**config.mk**
```make
export PLATFORM = sky130hd
export DESIGN_NAME = host_signal_power_mode_ctrl
export DESIGN_NICKNAME = d
export VERILOG_FILES = /design/src/host_signal_pkg.sv /design/src/host_signal_power_mode_ctrl.sv
export VERILOG_INCLUDE_DIRS = /design/src /design/src/src
export SDC_FILE = /design/constraint.sdc
export NUM_CORES = 1
export LEC_CHECK = 0
export BUFFER_PORTS_ARGS = -buffer_cell sky130_fd_sc_hd__buf_2
export CORE_AREA = 2 2 172 174
export CTS_CLUSTER_DIAMETER = 30
export DETAILED_ROUTE_END_ITERATION = 12
export DIE_AREA = 0 0 174 176
export GPL_TIMING_DRIVEN = 0
export PLACE_DENSITY = 0.44
export SLEW_MARGIN = 10
export SYNTH_ARGS = -nofsm -noshare
export SYNTH_HDL_FRONTEND = slang
export SYNTH_SLANG_ARGS = --single-unit
```
**constraint.sdc**
```tcl
create_clock -name clock -period 3.1 [get_ports clock]
set_input_delay 0 -clock clock [delete_from_list [all_inputs] [get_ports clock]]
set_output_delay 0 -clock clock [all_outputs]
set_load 0.005 [all_outputs]
```
**src/host_signal_map.svh**
```systemverilog
// clock rate and timing counts for the host signalling block
`ifndef HOST_SIGNAL_MAP_SVH
`define HOST_SIGNAL_MAP_SVH
`define CLOCK_HZ 200000000
`define GOOD_READ_LONG_MS 100
`define GOOD_READ_SHORT_MS 50
`define GOOD_READ_LONG_CYCLES ((`CLOCK_HZ / 1000) * `GOOD_READ_LONG_MS)
`define GOOD_READ_SHORT_CYCLES ((`CLOCK_HZ / 1000) * `GOOD_READ_SHORT_MS)
`define SLEEP_TIMEOUT_MS 1000
`define SLEEP_TIMEOUT_CYCLES ((`CLOCK_HZ / 1000) * `SLEEP_TIMEOUT_MS)
`define POWER_DOWN_TIMEOUT_MIN 10
`define POWER_DOWN_TIMEOUT_CYCLES (64'd60 * `CLOCK_HZ * `POWER_DOWN_TIMEOUT_MIN)
`define BOOT_CYCLES 16
`define FILTER_CYCLES 8
`define BEEP_PERIOD_CYCLES 16'h0C35
`define BEEP_HIGH_CYCLES 16'h061A
`endif

```
**src/host_signal_pkg.sv**
```systemverilog
// types shared by the host signalling block
package host_signal_pkg;
    typedef enum logic [6:0] {
        MODE_BOOT = 7'h01,
        MODE_OPERATING = 7'h02,
        MODE_IDLE = 7'h04,
        MODE_SLEEP = 7'h08,
        MODE_PRESENT = 7'h10,
        MODE_POWER_DOWN = 7'h20,
        MODE_SUSPEND = 7'h40
    } power_mode_t;

    typedef struct packed {
        logic scan_done;
        logic tx_busy;
        logic tasks_idle;
        logic object_seen;
        logic cmd_operate;
        logic cmd_sleep;
        logic cmd_power_down;
        logic usb_suspend;
        logic usb_resume;
        logic reboot;
    } engine_event_t;

    typedef struct packed {
        logic usb_variant;
        logic serial_emulation;
        logic short_good_read;
        logic cts_active_high;
        logic rts_active_high;
        logic presentation_enable;
    } engine_config_t;
endpackage

```
**src/host_signal_power_mode_ctrl.sv**
```systemverilog
// host pin signalling and power-mode control of the decode engine
`timescale 1ns/1ps
`include "host_signal_map.svh"

module host_signal_power_mode_ctrl #(
    parameter logic [31:0] GOOD_READ_LONG = 32'(`GOOD_READ_LONG_CYCLES),
    parameter logic [31:0] GOOD_READ_SHORT = 32'(`GOOD_READ_SHORT_CYCLES),
    parameter logic [31:0] SLEEP_TIMEOUT = 32'(`SLEEP_TIMEOUT_CYCLES),
    parameter logic [39:0] POWER_DOWN_TIMEOUT = 40'(`POWER_DOWN_TIMEOUT_CYCLES)
) (
    // clock and reset
    input wire logic clock,
    input wire logic rst_n,
    // host pins
    input wire logic serial_polarity_select,
    input wire logic wake_in_n,
    input wire logic trigger_in_n,
    input wire logic cts_pin,
    output logic rts_pin,
    output logic rxd_pin_unused,
    output logic powered_off_indicator,
    output logic beeper_out,
    output logic beeper_out_en_n,
    output logic good_read_out,
    output logic good_read_out_en_n,
    // serial data toward the uart core
    input wire logic rxd_pin,
    output logic rxd_core,
    input wire logic txd_core,
    output logic txd_pin,
    input wire logic rts_core,
    output logic cts_core,
    // engine side
    input wire host_signal_pkg::engine_event_t events,
    input wire host_signal_pkg::engine_config_t config_bits,
    output host_signal_pkg::power_mode_t mode,
    output logic scan_active,
    output logic host_comm_enable
);
    import host_signal_pkg::*;

    // ==========================================
    // input synchronisers and glitch filters
    logic [1:0] trig_sync, wake_sync, pol_sync, rxd_sync, cts_sync;
    logic [3:0] trig_cnt, wake_cnt;
    logic trig_low, wake_low;
    wire trig_raw_low = ~trig_sync[1];
    wire wake_raw_low = ~wake_sync[1];

    always_ff @(posedge clock) begin
        if (!rst_n) begin
            trig_sync <= 2'h3;
            wake_sync <= 2'h3;
            pol_sync <= 2'h0;
            rxd_sync <= 2'h0;
            cts_sync <= 2'h0;
        end else begin
            trig_sync <= {trig_sync[0], trigger_in_n};
            wake_sync <= {wake_sync[0], wake_in_n};
            pol_sync <= {pol_sync[0], serial_polarity_select};
            rxd_sync <= {rxd_sync[0], rxd_pin};
            cts_sync <= {cts_sync[0], cts_pin};
        end
    end

    // a level must hold FILTER_CYCLES before it counts; short spikes are dropped
    always_ff @(posedge clock) begin
        if (!rst_n) begin
            trig_cnt <= 4'h0;
            wake_cnt <= 4'h0;
            trig_low <= 1'b0;
            wake_low <= 1'b0;
        end else begin
            if (trig_raw_low == trig_low) trig_cnt <= 4'h0;
            else if (trig_cnt == 4'(`FILTER_CYCLES - 1)) begin
                trig_low <= trig_raw_low;
                trig_cnt <= 4'h0;
            end else trig_cnt <= trig_cnt + 4'h1;
            if (wake_raw_low == wake_low) wake_cnt <= 4'h0;
            else if (wake_cnt == 4'(`FILTER_CYCLES - 1)) begin
                wake_low <= wake_raw_low;
                wake_cnt <= 4'h0;
            end else wake_cnt <= wake_cnt + 4'h1;
        end
    end

    // ==========================================
    // serial line polarity
    wire invert_data = pol_sync[1];
    wire next_rxd = rxd_sync[1] ^ invert_data;
    wire next_txd = txd_core ^ invert_data;
    wire next_cts = cts_sync[1] ^ ~config_bits.cts_active_high;
    wire next_rts = rts_core ^ ~config_bits.rts_active_high;

    always_ff @(posedge clock) begin
        if (!rst_n) begin
            rxd_core <= 1'b0;
            txd_pin <= 1'b0;
            cts_core <= 1'b0;
            rts_pin <= 1'b0;
            rxd_pin_unused <= 1'b0;
        end else begin
            rxd_core <= next_rxd;
            txd_pin <= next_txd;
            cts_core <= next_cts;
            rts_pin <= next_rts;
            rxd_pin_unused <= 1'b0;
        end
    end

    // ==========================================
    // power mode machine
    power_mode_t next_mode;
    logic good_read;
    logic [31:0] sleep_cnt;
    logic [39:0] pd_cnt;
    logic [4:0] boot_cnt;
    wire serial_variant = ~config_bits.usb_variant;
    wire sleep_expired = (sleep_cnt == SLEEP_TIMEOUT - 32'h1);
    wire pd_expired = serial_variant && (pd_cnt == POWER_DOWN_TIMEOUT - 40'h1);
    wire boot_done = (boot_cnt == 5'(`BOOT_CYCLES - 1));
    wire wake_req = wake_low || trig_low;

    always_comb begin
        next_mode = mode;
        case (mode)
            MODE_BOOT: if (boot_done) next_mode = MODE_IDLE;
            MODE_OPERATING: begin
                if (events.cmd_power_down && serial_variant) next_mode = MODE_POWER_DOWN;
                else if (events.reboot) next_mode = MODE_BOOT;
                else if (events.cmd_sleep) next_mode = MODE_SLEEP;
                else if (events.tasks_idle && !trig_low && !good_read) next_mode = MODE_IDLE;
            end
            MODE_IDLE: begin
                if (trig_low || events.cmd_operate) next_mode = MODE_OPERATING;
                else if (events.cmd_power_down && serial_variant) next_mode = MODE_POWER_DOWN;
                else if (events.reboot) next_mode = MODE_BOOT;
                else if (events.cmd_sleep || sleep_expired) next_mode = MODE_SLEEP;
            end
            MODE_SLEEP, MODE_PRESENT: begin
                if (trig_low) next_mode = MODE_OPERATING;
                else if (mode == MODE_PRESENT && events.object_seen) next_mode = MODE_OPERATING;
                else if (wake_low) next_mode = MODE_IDLE;
                else if (mode == MODE_SLEEP && events.cmd_operate && !serial_variant) next_mode = MODE_OPERATING;
                else if (events.cmd_power_down && serial_variant) next_mode = MODE_POWER_DOWN;
                else if (mode == MODE_SLEEP && pd_expired) next_mode = MODE_POWER_DOWN;
                else if (mode == MODE_SLEEP && config_bits.presentation_enable) next_mode = MODE_PRESENT;
            end
            MODE_POWER_DOWN: if (wake_req) next_mode = MODE_BOOT;
            MODE_SUSPEND: if (events.usb_resume) next_mode = MODE_BOOT;
            default: next_mode = MODE_BOOT;
        endcase
        if (config_bits.usb_variant && events.usb_suspend) next_mode = MODE_SUSPEND;
    end

    always_ff @(posedge clock) begin
        if (!rst_n) begin
            mode <= MODE_BOOT;
            boot_cnt <= 5'h0;
            sleep_cnt <= 32'h0;
            pd_cnt <= 40'h0;
        end else begin
            mode <= next_mode;
            boot_cnt <= (mode == MODE_BOOT && !boot_done) ? boot_cnt + 5'h1 : 5'h0;
            // both timeouts restart on every entry into their mode
            sleep_cnt <= (mode == MODE_IDLE && next_mode == MODE_IDLE) ? sleep_cnt + 32'h1 : 32'h0;
            pd_cnt <= (mode == MODE_SLEEP && next_mode == MODE_SLEEP) ? pd_cnt + 40'h1 : 40'h0;
        end
    end

    always_ff @(posedge clock) begin
        if (!rst_n) begin
            powered_off_indicator <= 1'b1;
            scan_active <= 1'b0;
            host_comm_enable <= 1'b0;
        end else begin
            powered_off_indicator <= (next_mode == MODE_BOOT) || (next_mode == MODE_POWER_DOWN)
                || (next_mode == MODE_SUSPEND);
            scan_active <= (next_mode == MODE_OPERATING);
            host_comm_enable <= (next_mode == MODE_IDLE) || (next_mode == MODE_OPERATING)
                || (config_bits.usb_variant && config_bits.serial_emulation
                    && (next_mode == MODE_SLEEP || next_mode == MODE_PRESENT));
        end
    end

    // ==========================================
    // good-read and beeper
    // the trigger level is the host's to hold until good-read; nothing here waits on it
    logic [31:0] gr_cnt;
    logic [15:0] pwm_cnt;
    wire [31:0] gr_min = config_bits.short_good_read ? GOOD_READ_SHORT : GOOD_READ_LONG;
    wire gr_min_done = (gr_cnt >= gr_min - 32'h1);
    wire pwm_high = (pwm_cnt < `BEEP_HIGH_CYCLES);

    always_ff @(posedge clock) begin
        if (!rst_n) begin
            good_read <= 1'b0;
            gr_cnt <= 32'h0;
            pwm_cnt <= 16'h0;
        end else begin
            if (events.scan_done && mode == MODE_OPERATING) begin
                good_read <= 1'b1;
                gr_cnt <= 32'h0;
            end else if (good_read) begin
                if (gr_min_done && !events.tx_busy) good_read <= 1'b0;
                if (!gr_min_done) gr_cnt <= gr_cnt + 32'h1;
            end
            pwm_cnt <= (!good_read || pwm_cnt == `BEEP_PERIOD_CYCLES - 16'h1) ? 16'h0 : pwm_cnt + 16'h1;
        end
    end

    // open drain: output value is always low, the enable decides; low enable means driving
    always_ff @(posedge clock) begin
        if (!rst_n) begin
            good_read_out <= 1'b0;
            good_read_out_en_n <= 1'b1;
            beeper_out <= 1'b0;
            beeper_out_en_n <= 1'b1;
        end else begin
            good_read_out <= 1'b0;
            good_read_out_en_n <= ~good_read;
            beeper_out <= 1'b0;
            beeper_out_en_n <= ~(good_read && pwm_high);
        end
    end

    // ==========================================
    // checks
    chk_powered_off_indicator_mode: assert property (@(posedge clock) disable iff (!rst_n)
        ##1 powered_off_indicator == ($past(next_mode) inside {MODE_BOOT, MODE_POWER_DOWN, MODE_SUSPEND}))
        else $error("power-down indicator disagrees with mode");
    chk_mode_onehot: assert property (@(posedge clock) disable iff (!rst_n) $onehot(mode))
        else $error("power mode not one-hot");
    chk_trig_operate: assert property (@(posedge clock) disable iff (!rst_n)
        (mode inside {MODE_SLEEP, MODE_PRESENT, MODE_IDLE}) && trig_low && !(config_bits.usb_variant
        && events.usb_suspend) |=> mode == MODE_OPERATING)
        else $error("trigger did not reach operating");
    chk_wake_idle: assert property (@(posedge clock) disable iff (!rst_n)
        mode == MODE_SLEEP && wake_low && !trig_low && !(config_bits.usb_variant && events.usb_suspend)
        |=> mode == MODE_IDLE)
        else $error("wake did not reach idle");
    chk_pd_restart: assert property (@(posedge clock) disable iff (!rst_n)
        mode == MODE_POWER_DOWN && wake_req && !(config_bits.usb_variant && events.usb_suspend)
        |=> mode == MODE_BOOT)
        else $error("power down did not restart");
    chk_gr_min: assert property (@(posedge clock) disable iff (!rst_n)
        good_read && !gr_min_done |=> good_read)
        else $error("good-read released before minimum");
    chk_beep_pair: assert property (@(posedge clock) disable iff (!rst_n)
        good_read_out_en_n |-> beeper_out_en_n)
        else $error("beeper active without good-read");
    chk_filter_glitch: assert property (@(posedge clock) disable iff (!rst_n)
        $rose(trig_low) |-> $past(trig_raw_low, 8))
        else $error("trigger accepted without filtering");
    chk_polarity: assert property (@(posedge clock) disable iff (!rst_n)
        $past(rst_n) |-> txd_pin == ($past(txd_core) ^ $past(invert_data)))
        else $error("transmit polarity wrong");
    chk_wake_filter: assert property (@(posedge clock) disable iff (!rst_n)
        $rose(wake_low) |-> $past(wake_raw_low, 8))
        else $error("wake accepted without filtering");
    chk_sleep_restart: assert property (@(posedge clock) disable iff (!rst_n)
        mode == MODE_IDLE && $past(mode) != MODE_IDLE |-> sleep_cnt == 32'h0)
        else $error("sleep timeout not restarted on idle entry");
    chk_pd_timer_restart: assert property (@(posedge clock) disable iff (!rst_n)
        mode == MODE_SLEEP && $past(mode) != MODE_SLEEP |-> pd_cnt == 40'h0)
        else $error("power-down timeout not restarted on sleep entry");
    chk_comm_emulation: assert property (@(posedge clock) disable iff (!rst_n)
        $past(config_bits.usb_variant && config_bits.serial_emulation) && mode inside {MODE_SLEEP, MODE_PRESENT}
        |-> host_comm_enable)
        else $error("host link closed during sleep with serial emulation");
    chk_od_release: assert property (@(posedge clock) disable iff (!rst_n)
        !good_read |=> good_read_out_en_n && beeper_out_en_n)
        else $error("open-drain output driven while inactive");
    chk_scan_mode: assert property (@(posedge clock) disable iff (!rst_n)
        scan_active == (mode == MODE_OPERATING))
        else $error("scan active disagrees with operating mode");
    chk_pd_serial_only: assert property (@(posedge clock) disable iff (!rst_n)
        $past(config_bits.usb_variant) && $past(mode) != MODE_POWER_DOWN |-> mode != MODE_POWER_DOWN)
        else $error("power down entered in usb variant");
    chk_suspend_usb_only: assert property (@(posedge clock) disable iff (!rst_n)
        !$past(config_bits.usb_variant) && $past(mode) != MODE_SUSPEND |-> mode != MODE_SUSPEND)
        else $error("suspend entered in serial variant");
endmodule // host_signal_power_mode_ctrl

```
==> summary.md <==
| Metric | Value |
|---|---|
| Data required time at the worst endpoint | `3.40 ns` |
| Final hold violation count | `0` |
| Most used standard cell by instance count after synthesis | `dfxtp_1` |
| CP dominant cell by count | `a31oi_1` |
| Overall die area | `0.0306 mm²` |
| Worst slew slack as a fraction of its limit | `~52%` |
| Global placement routability congestion | `0.829` |
| Max Fanout on Critical Path | `10` |
| 1st-pass router iterations | `4` |
| DP Wirelength | `13400 µm` |
| Growth of design area from synthesis to finish | `18.8%` |
| Max-cap check violation count | `0` |
| Syn Std Cell Area | `0.00765 mm²` |
| Slowest CP cell | `dlygate4sd3_1` |
| Cell row count | `just over 60` |
| Horizontal die dimension | `174 µm` |
| Cell variety after synth | `63` |
| Final worst path period share | `91.9%` |
| Sum of negative setup slack | `0 ns` |
| Number of slew-limit violations in the final report | `0` |
| Internal power | `0.00337 W` |
| Buffers inserted during post-CTS setup optimization | `0` |
| Nature of the critical path endpoint | `flip-flop` |
| All-layer global routing usage | `about 12%` |
| Remaining antenna violation count | `0` |
| Share of the synthesized area in the top cell type | `42.4%` |
| Mean Syn Cell Area | `8.74 µm²` |
| TritonCTS Sinks | `162` |
| Wire length of the first global-routing pass | `between 30000 and 40000 µm` |
| Cell family with the largest share of critical-path delay | `buffers and inverters` |
| Status | `finished clean` |
| Layout net count | `998` |
| Pwr per Cell Area | `about 490 mW/mm²` |
| Starting DRC count in detailed routing | `336` |
| Clock power frac | `46.6%` |
| Filler Cells Inserted | `between 3k and 4k` |
| Cts bufs inserted | `17` |
| Unrepaired setup endpoints after global routing | `no` |
| Via/cell ratio | `roughly 4.6` |
| Proportion of synthesized chip area in sequential cells | `42.4%` |
| Post-synthesis instance total | `876` |
| Root Driver | `clkbuf_16` |
| Final setup violation count | `0` |
| Slew @ Worst Pin | `0.716 ns` |
| Async SR Flop Fraction | `0%` |
| Effective utilization at floorplan | `26.8%` |
| Core outline area | `0.0285 mm²` |
| Initial antenna violation count | `1` |
| Cell types with the largest area share after synthesis | `dfxtp_1, xnor2_1, xor2_1` |
| Part of the power in combinational logic | `approximately 5.4%` |
| Overall die height | `176 µm` |
| Footprint of the flip-flops and latches | `0.00324 mm²` |
| Clock slew at the register clock pins of the worst setup and hold paths | `0.07 ns` |
| Worst Path Class, Setup | `flip-flop to flip-flop` |
| Final Routed Wirelength | `18200 µm` |
| Synthesized flop and latch total | `roughly 160` |
| Sequential power share | `48.0%` |
| Vias after detailed routing | `approximately 6.2k` |
| Clk buf depth | `2` |
| Cell-by-cell trace of the critical path | `ha_1 > nor4b_1 > o211ai_1 > a31oi_1 > a2bb2oi_2 > buf_2 > clkbuf_4 > a31oi_1 > dlygate4sd3_1` |
| Maximum number of pins on one net before global-route repair | `17` |
| Time the final worst path needs with I/O delays and setup | `2.85 ns` |
| Fraction of final layout cells with drive strength greater than 1 | `14.8%` |
| Final routed DRC violation total | `0` |
| Switching share of power | `24.1%` |
| Post-Route Skew | `about 0.0096 ns` |
| Drt wl/cell | `13.4 µm` |
| Switching power summed over all nets | `0.00107 W` |
| Category of the worst setup path launch point | `flip-flop` |
| Worst Path Buf+Inv | `3` |
| Aggregate global routing overflow | `0` |
| Via count of the first global-routing pass | `6134` |
| Most frequent cells after synthesis | `dfxtp_1, nor2_1, nand2_1` |
| Count of buffers inserted at the top-level ports | `40` |
| Upper clock frequency limit | `0.351 GHz` |
| Flip-flop cell with the highest count after synthesis | `dfxtp_1` |
| Multi-input gate area | `0.00415 mm²` |
| Cell taking the most area after synthesis | `dfxtp_1` |
| Worst vdd ir | `0.361 mV` |
| Data arrival time of the worst path | `~3.2 ns` |
| Number of H-tree branching levels | `4` |
| Clock tree from TritonCTS | `done` |
| Path class of the lowest-slack min-delay path | `input pin to flip-flop` |
| Worst hold slack across all endpoints | `between 0.02 and 0.03 ns` |
| Static leakage | `~3.0 nW` |
| Syn. warnings | `0` |
| IO Pins | `44` |
| Maximum single-stage delay on the critical path | `0.57 ns` |
| Clk Latency, worst-skew pair | `~0.42 ns` |
| EDFF count, synth | `0` |
repair_timing:
item	CTS	global route
gates resized for setup	0	2
setup endpoints to repair	0	1
hold buffers	16	0
endpoints found under the hold margin	16	0
metal layers:
layer / global-route usage (%) / routed length (µm)
met1: 16.0 / 8860
met2: 20.6 / 8400
met3: 2.00 / 395
met4: 5.71 / 495
met5: 0 / 0
cell usage in the layout, fill, tap and decap left out, types with 24 or more instances in the layout:
cell and instances:
dfxtp_1 162, nor2_1 102, nand2_1 56, xnor2_1 49, buf_2 48, nand3_1 46
xor2_1 46, nor2_2 40, nand4_1 32, a21oi_1 30, nor3_1 25, inv_1 24
o21ai_0 24
power by group through the flow:
stage	clock, W	combinational [W]	sequential, W
after floorplan	0	0.000126	0.00217
after global placement	0	0.000220	0.00218
after detailed placement	0	0.000220	0.00218
after CTS	0.00215	0.000238	0.00213
after global routing	0.00223	0.000266	0.00213
final	0.00207	0.000238	0.00213
final timing paths:
kind / end / slack [ns] / cells past startpoint / start
setup / recovery: good_read$_SDFF_PN0_ / 0.25 / 9 / gr_cnt[12]$_SDFFE_PP0P_
hold / removal: host_comm_enable$_SDFF_PN0_ / 0.03 / 3 / config_bits[5]
setup reg to reg: good_read$_SDFF_PN0_ / 0.25 / 9 / gr_cnt[12]$_SDFFE_PP0P_
hold reg to reg: wake_sync[1]$_SDFF_PN1_ / 0.41 / 1 / wake_sync[0]$_SDFF_PN1_
stage by stage:
step	util [%]	instances	area [µm²]	total power [W]	setup WS [ns]
2_1_floorplan	-	878	7660	0.00230	0.951
3_3_place_gp	29.2	1302	8340	0.00240	0.352
3_5_place_dp	29.2	1302	8340	0.00240	0.426
4_1_cts	31.8	1350	9080	0.00452	0.0737
5_1_grt	31.8	1351	9090	0.00463	0.0395
6_report	31.8	1351	9090	0.00444	0.252
layout make-up:
class / instances / share of cell area (%)
diodes: 1 / 0.0275
plain buffers: 34 / 2.09
clock buffers: 20 / 5.02
clock inverters: 12 / 1.33
inverters: 24 / 0.991
multi-input cells: 658 / 45.6
flip-flops and latches: 162 / 35.7
well taps: 384 / 5.28
repair buffers: 56 / 3.96
state kept, by name, indices dropped and copies added (netlist names), 2 cells and up:
| register | flops |
|---|---|
| boot_cnt | 5 |
| cts_sync | 2 |
| gr_cnt | 32 |
| mode | 7 |
| pd_cnt | 40 |
| pol_sync | 2 |
| pwm_cnt | 16 |
| rxd_sync | 2 |
| sleep_cnt | 32 |
| trig_cnt | 4 |
| trig_sync | 2 |
| wake_cnt | 4 |
| wake_sync | 2 |
cell families (layout without fill, tap and decap cells):
kind of cell	count (synthesis)	count (layout)	share of synthesized area, %
compound gates	100	100	8.57
xor+xnor	95	95	10.9
fa+ha+maj	20	20	3.27
buf+inv	58	146	3.63
flops	162	162	42.4
mux	1	1	0.131
other cells	1	4	0.0490
simple gates	439	439	31.1
worst register-to-register path: stages (launching register included):
cell and delay [ns]:
dfxtp_1 0.36, ha_1 0.28, nor4b_1 0.27, o211ai_1 0.14, a31oi_1 0.20, a2bb2oi_2 0.25
buf_2 0.28, clkbuf_4 0.28, a31oi_1 0.10, dlygate4sd3_1 0.57
(Power assumes the default switching activity.)
